$ cat config.mk
export PLATFORM = sky130hd
export DESIGN_NAME = sync_action_set_config
export DESIGN_NICKNAME = d
export VERILOG_FILES = /design/src/sync_action_pkg.sv /design/src/cause_select.sv /design/src/fire_router.sv /design/src/sync_action_set_config.sv
export VERILOG_INCLUDE_DIRS = /design/src
export SDC_FILE = /design/constraint.sdc
export NUM_CORES = 1
export LEC_CHECK = 0
export BUFFER_PORTS_ARGS = -buffer_cell sky130_fd_sc_hd__buf_2
export CAP_MARGIN = 0
export CELL_PAD_IN_SITES_DETAIL_PLACEMENT = 0
export CELL_PAD_IN_SITES_GLOBAL_PLACEMENT = 1
export CORE_ASPECT_RATIO = 0.6
export CORE_MARGIN = 2
export CORE_UTILIZATION = 43
export CTS_CLUSTER_DIAMETER = 120
export DETAILED_ROUTE_END_ITERATION = 10
export PLACE_DENSITY = 0.83
export SLEW_MARGIN = 20
export SYNTH_ARGS = -nofsm -noshare
export SYNTH_HDL_FRONTEND = slang
export SYNTH_SLANG_ARGS = --single-unit
$ cat constraint.sdc
create_clock -name pclk -period 3.09 [get_ports pclk]
set_input_delay 0.618 -clock pclk [delete_from_list [all_inputs] [get_ports pclk]]
set_output_delay 0.618 -clock pclk [all_outputs]
set_load 0.01 [all_outputs]
$ cat src/sync_action_params.svh
// How it works
// - Config command latches write data word into set
// - Bits 3..0 hold activation cause code
// - Bits 8..4 hold action select code
// - Cause code 3h means drive start
// - Action code 17h starts split pulse
// - Bits 11..9 fire sibling sets cyclically
// - Bits 14..12 fire set 0 ahead
// - Bit 15 repeats; clear means once
// - Once-only set disables itself after acting
// - Repeating set stays enabled after acting
// - Only disable command or error with option breaks repeat loops
// - Enable commands 81h..8Fh set masked sets
// - Only enabled sets perform their action
// - Error flag with option disables all sets
// - Enables ignored until error clear command
// - Third status word bits 3..0 show enables
// - Disable commands 91h..9Fh; reset all disabled
// - Activation commands A1h..AFh fire enabled sets
// - Status bit one means set enabled
`ifndef SYNC_ACTION_PARAMS_SVH
`define SYNC_ACTION_PARAMS_SVH

`define OFF_WRITE_DATA     8'h00
`define OFF_COMMAND        8'h04
`define OFF_STATUS3        8'h08
`define OFF_BLOCK_STATUS   8'h0c
`define OFF_CFG_BASE       8'h10
`define OFF_CFG_LAST       8'h1c

`define CMD_PIN_CFG2       8'h22
`define CMD_CFG_BASE       8'h26
`define CMD_CFG_LAST       8'h29
`define CMD_ERR_CLEAR      8'h79
`define CMD_ENABLE_HI      4'h8
`define CMD_DISABLE_HI     4'h9
`define CMD_ACTIVATE_HI    4'ha

`define CAUSE_LSB          0
`define ACTION_LSB         4
`define SIBLING_LSB        9
`define AXIS_LSB           12
`define REPEAT_BIT         15
`define ERROR_DISABLES_SETS_BIT          7

`define CAUSE_NOP          4'h0
`define CAUSE_DRIVE_START  4'h3
`define ACTION_SPLIT_START 5'h17

`define CFG_RESET          16'h0000
`define WDATA_RESET        16'h0000
`define ENABLE_RESET       4'h0

`endif

$ cat src/sync_action_pkg.sv
package sync_action_pkg;

  typedef struct packed {
    logic       repeat_flag;
    logic [2:0] cross_axis_fire_bits;
    logic [2:0] sibling_fire_bits;
    logic [4:0] action_select_code;
    logic [3:0] activation_cause_code;
  } set_cfg_type;

  typedef logic [3:0] set_mask_type;

endpackage : sync_action_pkg

$ cat src/cause_select.sv
`timescale 1ns/1ps
`include "sync_action_params.svh"

module cause_select
  import sync_action_pkg::*;
#(
  parameter int CAUSES = 16
) (
  input  wire logic [3:0]        cause_code,
  input  wire logic [CAUSES-1:0] cause_event,
  output logic                   cause_hit
);

  // Code 0 is NOP: the set only acts when chained or commanded
  wire logic is_nop = (cause_code == `CAUSE_NOP);
  wire logic in_rng = (32'(cause_code) < CAUSES);

  assign cause_hit = ~is_nop & in_rng & cause_event[cause_code];

endmodule : cause_select

$ cat src/fire_router.sv
`timescale 1ns/1ps
`include "sync_action_params.svh"

module fire_router
  import sync_action_pkg::*;
(
  input  wire logic [3:0]        own_fire,
  input  wire set_cfg_type [3:0] cfg,
  output logic [3:0]             sibling_req,
  output logic [2:0]             cross_req
);

  // Rotate a sibling bit group so that bit j lands on set (k+1+j) mod 4
  function automatic logic [3:0] rotate_targets(input logic [2:0] bits, input logic [1:0] self);
    logic [3:0] wide;
    wide = {bits, 1'b0};
    return 4'((wide << self) | (wide >> (3'd4 - {1'b0, self})));
  endfunction : rotate_targets

  always_comb begin
    sibling_req = 4'h0;
    cross_req   = 3'h0;
    for (int k = 0; k < 4; k++) begin
      if (own_fire[k]) begin
        sibling_req = sibling_req | rotate_targets(cfg[k].sibling_fire_bits, 2'(k));
        cross_req   = cross_req | cfg[k].cross_axis_fire_bits;
      end
    end
  end

endmodule : fire_router

$ cat src/sync_action_set_config.sv
// Implementation choices: the APB interface to the registers and the address map.
`timescale 1ns/1ps
`include "sync_action_params.svh"

module sync_action_set_config
  import sync_action_pkg::*;
#(
  parameter int CAUSES = 16
) (
  input  wire logic              pclk,
  input  wire logic              presetn,
  input  wire logic [7:0]        paddr,
  input  wire logic              psel,
  input  wire logic              penable,
  input  wire logic              pwrite,
  input  wire logic [31:0]       pwdata,
  input  wire logic [3:0]        pstrb,
  output logic [31:0]            prdata,
  output logic                   pready,
  output logic                   pslverr,
  input  wire logic [CAUSES-1:0] cause_event,
  input  wire logic              cross_fire_in,
  input  wire logic              error_flag,
  output logic [3:0]             action_fire,
  output logic [3:0]             split_pulse_start,
  output logic [3:0]             drive_start_cause,
  output logic [4:0]             action_code_0,
  output logic [4:0]             action_code_1,
  output logic [4:0]             action_code_2,
  output logic [4:0]             action_code_3,
  output logic [3:0]             set_enabled,
  output logic [2:0]             cross_axis_fire_out
);

  ////////////////////////////////////////////////////////////////////////////////
  // State

  logic [15:0]       write_data_q;
  set_cfg_type [3:0] cfg_q;
  set_mask_type      enable_q;
  set_mask_type      enable_d;
  logic              error_disables_sets_q;
  logic              err_lock_q;
  logic              err_lock_d;
  logic              err_prev_q;
  logic [31:0]       prdata_q;
  logic [3:0]        fire_q;
  logic [3:0]        split_q;
  logic [3:0]        drive_start_q;
  logic [2:0]        cross_q;

  ////////////////////////////////////////////////////////////////////////////////
  // APB slave: zero wait states, read data captured in the setup cycle

  function automatic logic [31:0] cfg_offset(input int k);
    return 32'(`OFF_CFG_BASE) + 32'(4 * k);
  endfunction : cfg_offset

  wire logic setup_ph  = psel & ~penable;
  wire logic access_ph = psel & penable;
  wire logic hit_wdata = (paddr == `OFF_WRITE_DATA);
  wire logic hit_cmd   = (paddr == `OFF_COMMAND);
  wire logic hit_st3   = (paddr == `OFF_STATUS3);
  wire logic hit_bst   = (paddr == `OFF_BLOCK_STATUS);
  wire logic hit_cfg   = (paddr >= `OFF_CFG_BASE) && (paddr <= `OFF_CFG_LAST) && (paddr[1:0] == 2'b00);
  wire logic [1:0] cfg_idx = paddr[3:2];

  // Command register is write only, status and config mirrors are read only
  wire logic rd_ok   = hit_wdata | hit_st3 | hit_bst | hit_cfg;
  wire logic wr_ok   = hit_wdata | hit_cmd;
  wire logic addr_ok = pwrite ? wr_ok : rd_ok;

  assign pready  = 1'b1;
  assign pslverr = access_ph & ~addr_ok;

  wire logic wr_wdata = access_ph & pwrite & hit_wdata;
  wire logic cmd_vld  = access_ph & pwrite & hit_cmd & pstrb[0];
  wire logic [7:0] cmd_code = pwdata[7:0];
  wire logic [3:0] cmd_hi   = cmd_code[7:4];
  wire logic [3:0] cmd_mask = cmd_code[3:0];

  logic [31:0] rd_mux;
  always_comb begin
    rd_mux = 32'h0000_0000;
    if (hit_wdata) begin
      rd_mux = {16'h0000, write_data_q};
    end else if (hit_st3) begin
      rd_mux = {28'h000_0000, enable_q};
    end else if (hit_bst) begin
      rd_mux = {30'h0000_0000, error_disables_sets_q, err_lock_q};
    end else if (hit_cfg) begin
      rd_mux = {16'h0000, cfg_q[cfg_idx]};
    end
  end

  always_ff @(posedge pclk or negedge presetn) begin
    if (!presetn) begin
      prdata_q <= 32'h0000_0000;
    end else if (setup_ph && !pwrite) begin
      prdata_q <= rd_mux;
    end
  end

  assign prdata = prdata_q;

  // Byte lanes 0 and 1 carry the 16-bit write data word
  always_ff @(posedge pclk or negedge presetn) begin
    if (!presetn) begin
      write_data_q <= `WDATA_RESET;
    end else if (wr_wdata) begin
      if (pstrb[0]) write_data_q[7:0] <= pwdata[7:0];
      if (pstrb[1]) write_data_q[15:8] <= pwdata[15:8];
    end
  end

  ////////////////////////////////////////////////////////////////////////////////
  // Command decode

  wire logic cmd_cfg    = cmd_vld && (cmd_code >= `CMD_CFG_BASE) && (cmd_code <= `CMD_CFG_LAST);
  wire logic [1:0] cfg_sel = 2'(cmd_code - `CMD_CFG_BASE);
  wire logic cmd_pin2   = cmd_vld && (cmd_code == `CMD_PIN_CFG2);
  wire logic cmd_errclr = cmd_vld && (cmd_code == `CMD_ERR_CLEAR);

  wire set_mask_type en_mask  = (cmd_vld && cmd_hi == `CMD_ENABLE_HI) ? cmd_mask : 4'h0;
  wire set_mask_type dis_mask = (cmd_vld && cmd_hi == `CMD_DISABLE_HI) ? cmd_mask : 4'h0;
  wire set_mask_type act_mask = (cmd_vld && cmd_hi == `CMD_ACTIVATE_HI) ? cmd_mask : 4'h0;

  always_ff @(posedge pclk or negedge presetn) begin
    if (!presetn) begin
      cfg_q <= {4{`CFG_RESET}};
    end else if (cmd_cfg) begin
      cfg_q[cfg_sel] <= write_data_q;
    end
  end

  always_ff @(posedge pclk or negedge presetn) begin
    if (!presetn) begin
      error_disables_sets_q <= 1'b0;
    end else if (cmd_pin2) begin
      error_disables_sets_q <= write_data_q[`ERROR_DISABLES_SETS_BIT];
    end
  end

  ////////////////////////////////////////////////////////////////////////////////
  // Trigger routing

  logic [3:0] cause_hit;
  logic [3:0] repeat_bits;

  for (genvar k = 0; k < 4; k++) begin : g_set
    cause_select #(
      .CAUSES (CAUSES)
    ) u_cause (
      .cause_code  (cfg_q[k].activation_cause_code),
      .cause_event (cause_event),
      .cause_hit   (cause_hit[k])
    );
    assign repeat_bits[k] = cfg_q[k].repeat_flag;
  end

  // Chaining starts only from a set's own cause, so sibling loops cannot run away
  wire logic [3:0] own_fire = cause_hit & enable_q;
  logic [3:0] sibling_req;
  logic [2:0] cross_req;

  fire_router u_router (
    .own_fire    (own_fire),
    .cfg         (cfg_q),
    .sibling_req (sibling_req),
    .cross_req   (cross_req)
  );

  wire logic [3:0] cross_req_in = {3'b000, cross_fire_in};

  // All trigger sources merge into one bit per set before gating
  wire logic [3:0] any_req = cause_hit | sibling_req | act_mask | cross_req_in;
  wire logic [3:0] fire    = any_req & enable_q;

  // A one-shot set expires on its action; repeating sets are left alone
  wire logic [3:0] expire  = fire & ~repeat_bits;

  ////////////////////////////////////////////////////////////////////////////////
  // Enable state

  // Error flag sampled for its rising edge; a flag stuck high disables once
  wire logic err_rise = error_disables_sets_q & error_flag & ~err_prev_q;

  // Enable commands are dropped while the error lockout stands
  wire set_mask_type en_eff = err_lock_q ? 4'h0 : en_mask;

  // Drive termination has no path here: a repeat loop ends only by a disable command or by an error disable
  always_comb begin
    enable_d = (enable_q & ~dis_mask & ~expire) | en_eff;
    if (err_rise) begin
      enable_d = 4'h0;
    end
  end

  // A new error beats a clear command issued in the same cycle
  assign err_lock_d = err_rise | (err_lock_q & ~cmd_errclr);

  always_ff @(posedge pclk or negedge presetn) begin
    if (!presetn) begin
      enable_q   <= `ENABLE_RESET;
      err_lock_q <= 1'b0;
      err_prev_q <= 1'b0;
    end else begin
      enable_q   <= enable_d;
      err_lock_q <= err_lock_d;
      err_prev_q <= error_flag;
    end
  end

  ////////////////////////////////////////////////////////////////////////////////
  // Outputs

  logic [3:0] split_now;
  logic [3:0] drive_now;
  always_comb begin
    for (int k = 0; k < 4; k++) begin
      split_now[k] = fire[k] && (cfg_q[k].action_select_code == `ACTION_SPLIT_START);
      drive_now[k] = (cfg_q[k].activation_cause_code == `CAUSE_DRIVE_START);
    end
  end

  always_ff @(posedge pclk or negedge presetn) begin
    if (!presetn) begin
      fire_q        <= 4'h0;
      split_q       <= 4'h0;
      drive_start_q <= 4'h0;
      cross_q       <= 3'h0;
    end else begin
      fire_q        <= fire;
      split_q       <= split_now;
      drive_start_q <= drive_now;
      cross_q       <= cross_req;
    end
  end

  assign action_fire         = fire_q;
  assign split_pulse_start   = split_q;
  assign drive_start_cause   = drive_start_q;
  assign cross_axis_fire_out = cross_q;
  assign set_enabled         = enable_q;
  assign action_code_0       = cfg_q[0].action_select_code;
  assign action_code_1       = cfg_q[1].action_select_code;
  assign action_code_2       = cfg_q[2].action_select_code;
  assign action_code_3       = cfg_q[3].action_select_code;

endmodule : sync_action_set_config

---- After elaboration in Yosys (flattened, before gate mapping) ----
Index checks and enable logic that the tools add are counted.
storage, ports and cells
  register bits ........................... 134
  bits of input ports ..................... 67
  output and inout port bits .............. 73
  word-level logic and storage cells ...... 161
operators by class
  add/sub/neg operators ................... 1
  order comparisons ....................... 11
  eq/ne operators ......................... 16
  multiplexer cells ....................... 31
  bitwise operators ....................... 47
  reductions and logical operators ........ 24
operator list
  operator                                                                       number
  32-bit 2-to-1 mux                                                              3
  64-bit bitwise mux                                                             1
  16-bit 2-to-1 mux                                                              3
  4-bit 2-to-1 mux                                                               9
  16-bit binary-select mux with 2-bit select                                     1
  16-bit demux with 2-bit select                                                 1
  4-bit AND                                                                      5
  5-bit == test (second input constant)                                          4
  4-bit by 5-bit less-than comparator with 1-bit output (second input constant)  4
  4-bit bitwise OR                                                               5
  1-bit binary-select mux with 4-bit select                                      4
  4-bit by 2-bit == test with 1-bit output (second input constant)               4
  8-bit by 4-bit == test with 1-bit output (second input constant)               2
  4-bit logical NOT                                                              4
  1-bit logical AND                                                              15
  1-bit AND                                                                      14
  4-bit == test (second input constant)                                          3
  3-bit 2-to-1 mux                                                               4
  4-bit inverter                                                                 3
  3-bit bitwise OR                                                               3
  8-bit by 3-bit == test with 1-bit output (second input constant)               1
  8-bit by 6-bit == test with 1-bit output (second input constant)               1
  8-bit by 7-bit == test with 1-bit output (second input constant)               1
  8-bit by 5-bit >= comparator with 1-bit output (second input constant)         1
  other kinds (16)                                                               34

---- Logic depth before layout (Yosys ltp) ----
  depth after elaboration ................. 20
  mapped depth ............................ 9
  mapped depth without buffers ............ 6

---- By module ----
From an unflattened synthesis, not the netlist that was laid out.
unflattened totals
  cell total of the unflattened synthesis .. 505
  area, all modules ....................... 6453.7 sq um
by module, submodules not included
  module                  times used  cells an instance  area each (sq um)
  sync_action_set_config  1           444                5761.8
  cause_select            4           11                 145.1
  fire_router             1           17                 111.4

---- Worst setup path after synthesis ----
Ideal clock, no wire load.
  kind .................................... input -> register
  from .................................... input paddr[2]
  to ...................................... register cfg_q (netlist bit action_code_1[0])
  data arrival time ....................... 2.666 ns
  data required time ...................... 2.965 ns
  setup slack ............................. 0.299 ns
  stages on the path ...................... 9
  cell sequence ........................... buf_2 nor4bb_1 nand4b_1 or3b_4 nor4_4 and3_1 buf_4 buf_6 mux2_2
between the ends
  cells in the longest elaborated chain, start to end .. 5
ends and longest elaborated chain
  item                                                       line                           source
  start: declaration                                         sync_action_set_config.sv:12   input wire logic [7:0] paddr,
  8-bit by 3-bit == test with 1-bit output (no source line)  n/a
  1-bit AND (2 in a row)                                     sync_action_set_config.sv:77   wire logic cmd_vld = access_ph & pwrite & hit_cmd & pstrb[0];
  1-bit logical AND (2 in a row)                             sync_action_set_config.sv:119  wire logic cmd_cfg = cmd_vld && (cmd_code >= `CMD_CFG_BASE) && (cmd_code <= `CMD_CFG_LAST);
  end signal: assignment                                     sync_action_set_config.sv:130  cfg_q <= {4{`CFG_RESET}};
  end signal: indexed assignment                             sync_action_set_config.sv:132  cfg_q[cfg_sel] <= write_data_q;
  end: declaration                                           sync_action_set_config.sv:39   set_cfg_type [3:0] cfg_q;
Every way passes these cells.
A chain may end at the register's enable or synchronous reset.

---- Worst setup path in the final report ----
  from .................................... register cfg_q[16] (netlist bit)
  to ...................................... register split_q[0], in the netlist split_pulse_start[0]
between the ends
  cells in the longest elaborated chain, start to end .. 14
  elaborated cells on any way between the ends .. 16
  classes of those cells .................. 5 x mux; 9 x bitwise; 2 x reduce/logical
ends and longest elaborated chain
  item                                                                            line                           source
  1-bit binary-select mux with 4-bit select or 4-bit logical NOT (tied branches)  n/a
  1-bit 2-to-1 mux (implied by the code) or 1-bit inverter (tied branches)        cause_select.sv:18             assign cause_hit = ~is_nop & in_rng & cause_event[cause_code];
  1-bit AND (*)                                                                   cause_select.sv:18
  4-bit AND (*)                                                                   sync_action_set_config.sv:162  wire logic [3:0] own_fire = cause_hit & enable_q;
  4-bit 2-to-1 mux (*)                                                            fire_router.sv:24              if (own_fire[k]) begin
  4-bit bitwise OR                                                                fire_router.sv:25              sibling_req = sibling_req | rotate_targets(cfg[k].sibling_fire_bits, 2'(k));
  4-bit 2-to-1 mux (*)                                                            fire_router.sv:24
  4-bit by 3-bit bitwise OR with 4-bit output                                     fire_router.sv:25
  4-bit 2-to-1 mux (*)                                                            fire_router.sv:24
  4-bit bitwise OR (*) (2 in a row)                                               sync_action_set_config.sv:176  wire logic [3:0] any_req = cause_hit | sibling_req | act_mask | cross_req_in;
  4-bit by 1-bit bitwise OR with 4-bit output (*)                                 sync_action_set_config.sv:176
  4-bit AND (*)                                                                   sync_action_set_config.sv:177  wire logic [3:0] fire = any_req & enable_q;
  via fire[0]                                                                     sync_action_set_config.sv:177
  1-bit logical AND (*)                                                           sync_action_set_config.sv:221  split_now[k] = fire[k] && (cfg_q[k].action_select_code == `ACTION_SPLIT_START);
  via split_now[0]                                                                sync_action_set_config.sv:217  logic [3:0] split_now;
  end signal: assignment                                                          sync_action_set_config.sv:234  split_q <= split_now;
  end: declaration                                                                sync_action_set_config.sv:48   logic [3:0] split_q;
The timed path passes the listed nets; every way through them passes the cells marked *. The select of a mux whose other input is x is not followed.

==> results.json <==
{
  "outcome": "finished, final reports clean",
  "tightest_slew_ns": 0.805,
  "grt_first_pass_wirelength_mm": 28.5,
  "synth-compound-area-share": 0.0985,
  "clkPwrFrac": 0.502,
  "place_ws_ns": 0.155,
  "grt_overflow_total": 0,
  "fillCellCount": 1238,
  "yosysMostFrequentCell": "dfrtp_1",
  "clock_latency_ns": 0.42,
  "rows": 34,
  "die_y_um": 97.9,
  "num_antenna_cells": 0,
  "antenna_found_initial": 0,
  "r2r_setup_slack_ns": 0.44,
  "wire_per_inst_um": 21.4,
  "cp_max_fo": 11,
  "core-area_mm2": 0.0144,
  "powerDensity_mw_per_mm2": 495,
  "synth_common_cells": "dfrtp_1 (118), mux2_2 (95), buf_4 (39), nand2_1 (31), nor2_1 (27)",
  "post-cts-setup-buffers": 0,
  "synth_ff_type": "dfrtp_1",
  "remaining_drc_errors": 0,
  "nets": 694,
  "p_sw_uw": 946,
  "initial_core_util": 0.438,
  "clk_path_buf_depth": 2,
  "path_clk_slew_ns": 0.06,
  "yosysTopAreaCell": "dfrtp_1",
  "drt_iter0_markers": 543,
  "cts_tree": "done",
  "fmax_mhz": 377,
  "viasPerCell": 5.89,
  "grt_pass1_vias": 4965,
  "io_pins": 140,
  "ant_nets": 0,
  "firstDrtPassIters": 5,
  "hold_viol_final": 0,
  "gr-usage-all-layers": 0.238,
  "place_area_mm2": 0.00702,
  "synth_edf_count": 0,
  "start_kind": "flip-flop",
  "fin_crit_sh": 0.858,
  "finalSetupViolations": 0,
  "layout_setup_ws_ns": 0.440,
  "rsz0062_at_grt": "no",
  "irDropWorstVdd_v": 0.000406,
  "numPortBuffers": 103,
  "async_flop_share": 1.00,
  "swShare": 0.252,
  "cts_buffers": 17,
  "cp-end-kind": "flip-flop",
  "path_class": "reg2reg",
  "period_needed_ns": 2.65,
  "synth_xor_area_frac": 0,
  "p_leak_uw": 0.00362,
  "ys_ff_latch": 118,
  "ys_warn_count": 0,
  "yosysTopAreaCellShare": 0.468,
  "pwr-share-seq": 0.427,
  "cts_sinks": 118,
  "cts-root-buf": "clkbuf_16",
  "die_w_um": 160,
  "gp_congestion": 0.873,
  "syn_inst": 525,
  "p_comb_frac": 0.072,
  "cp_data_required_time_ns": 3.39,
  "avgSynthCellArea_um2": 12.0,
  "cts_htree_levels": 4,
  "cts_resized": 0,
  "cts_hold_buf": 0,
  "synth-simple-area-share": 0.103,
  "cp.arrival_ns": 2.95,
  "dp_hpwl_mm": 13.0,
  "hold_path_class": "in2async",
  "area_delta_synth_final_pct": 20.2,
  "skew_ns": 0.0114,
  "die_area_mm2": 0.0157,
  "drive_gt1_frac": 0.452,
  "synth_top_family_by_area": "multiplexers",
  "synthMuxAreaShare": 0.260,
  "synth.cell_area_mm2": 0.00631,
  "synth-seq-area-share": 0.468,
  "finalMaxSlewViolations": 0,
  "timing.slew.headroom": 0.463,
  "synth_area_leaders": "dfrtp_1 (47%), mux2_2 (17%), mux4_2 (7.1%), buf_4 (4.6%), mux2i_1 (1.9%)",
  "synth_fa_ha_area_frac": 0,
  "tns_ns": 0,
  "yosysUniqueCellTypes": 56,
  "wl_mm": 17.9,
  "route.vias.total": 4932,
  "grt_max_degree": 61,
  "cap_viol_max_count": 0,
  "design_area_mm2": 0.00759,
  "intPower_uw": 2810
}
[layer usage]
metal / track usage / routed length (µm) / part of all wire / vias to the layer above
li1: - / - / - / 2126
met3: 0.0641 / 1780 / 0.099 / 24
met1: 0.350 / 8010 / 0.45 / 2539
met2: 0.347 / 7930 / 0.44 / 243
met4: 0.0658 / 202 / 0.011 / 0
met5: 0 / 0 / 0 / -
[critical path: stages, from the launching register on]
cell,delay [ns]
dfrtp_1,0.61
mux2_2,0.39
a221oi_1,0.34
o32ai_1,0.16
buf_4,0.18
a22oi_1,0.35
a31oi_1,0.25
and4_1,0.24
[cells by family after synthesis]
group / after synthesis
compound gates: 87
buf+inv: 72
flops: 118
mux: 127
other cells: 2
simple gates: 119
[registers in the layout, summed over array words and instances (netlist names)]
signal	count
cfg_q	44
prdata	16
write_data_q	16
action_code_0	5
action_code_1	5
action_code_2	5
action_code_3	5
action_fire	4
drive_start_cause	4
set_enabled	4
split_pulse_start	4
cross_axis_fire_out	3
err_lock_q	1
err_prev_q	1
error_disables_sets_q	1
[cell type report]
cell class,instances,area [µm²],area share
clock buffer,18,439,0.0579
clock inverter,14,129,0.0170
inverter,9,33.8,0.00445
multi-input combinational,350,2980,0.393
sequential,118,2950,0.389
tap,198,248,0.0326
timing repair buffer,131,803,0.106
[power groups by stage]
stage          combinational [µW]  clock, µW  sequential (µW)
6_report                      269       1890             1600
5_1_grt                       295       1970             1610
4_1_cts                       270       1910             1600
3_5_place_dp                  269          0             1630
3_3_place_gp                  261          0             1630
2_1_floorplan                 120          0             1640
[cell usage in the layout, fill, tap and decap left out, types with 6 or more instances in the layout]
cell type    n
inv_1        9
a32oi_1     12
conb_1      17
mux2i_1     12
a221oi_1     6
nand2_1     31
buf_12       6
buf_4       23
mux4_2      20
nor2_1      27
dfrtp_1    118
mux2_2      95
a21oi_1     17
nand2b_1     7
buf_2      102
and3_1       6
nor2b_1      9
clkbuf_16   17
a22oi_1     14
nand3_1      8
o21ai_0      8
[stage by stage]
stage / std cells / utilization / hold slack (ns) / power, µW
finish: 838 / 0.526 / 0.295 / 3760
global route: 838 / 0.526 / 0.332 / 3880
CTS: 838 / 0.526 / 0.310 / 3780
detailed placement: 806 / 0.487 / 0.516 / 1900
global placement: 806 / 0.487 / 0.504 / 1890
floorplan: 540 / - / 0.322 / 1760
[path summary, 6_finish.rpt]
path	cells after the start	endpoint	start
worst min register to register	2	prdata[3]	prdata[3]
worst min-delay path	1	cfg_q[16]	presetn
worst max-delay path	7	split_pulse_start[0]	cfg_q[16]
max in group asynchronous	2	write_data_q[14]	presetn
min in group pclk	1	err_prev_q	error_flag
worst max register to register	7	split_pulse_start[0]	cfg_q[16]
No activity file was read; power rests on OpenSTA's default activity.
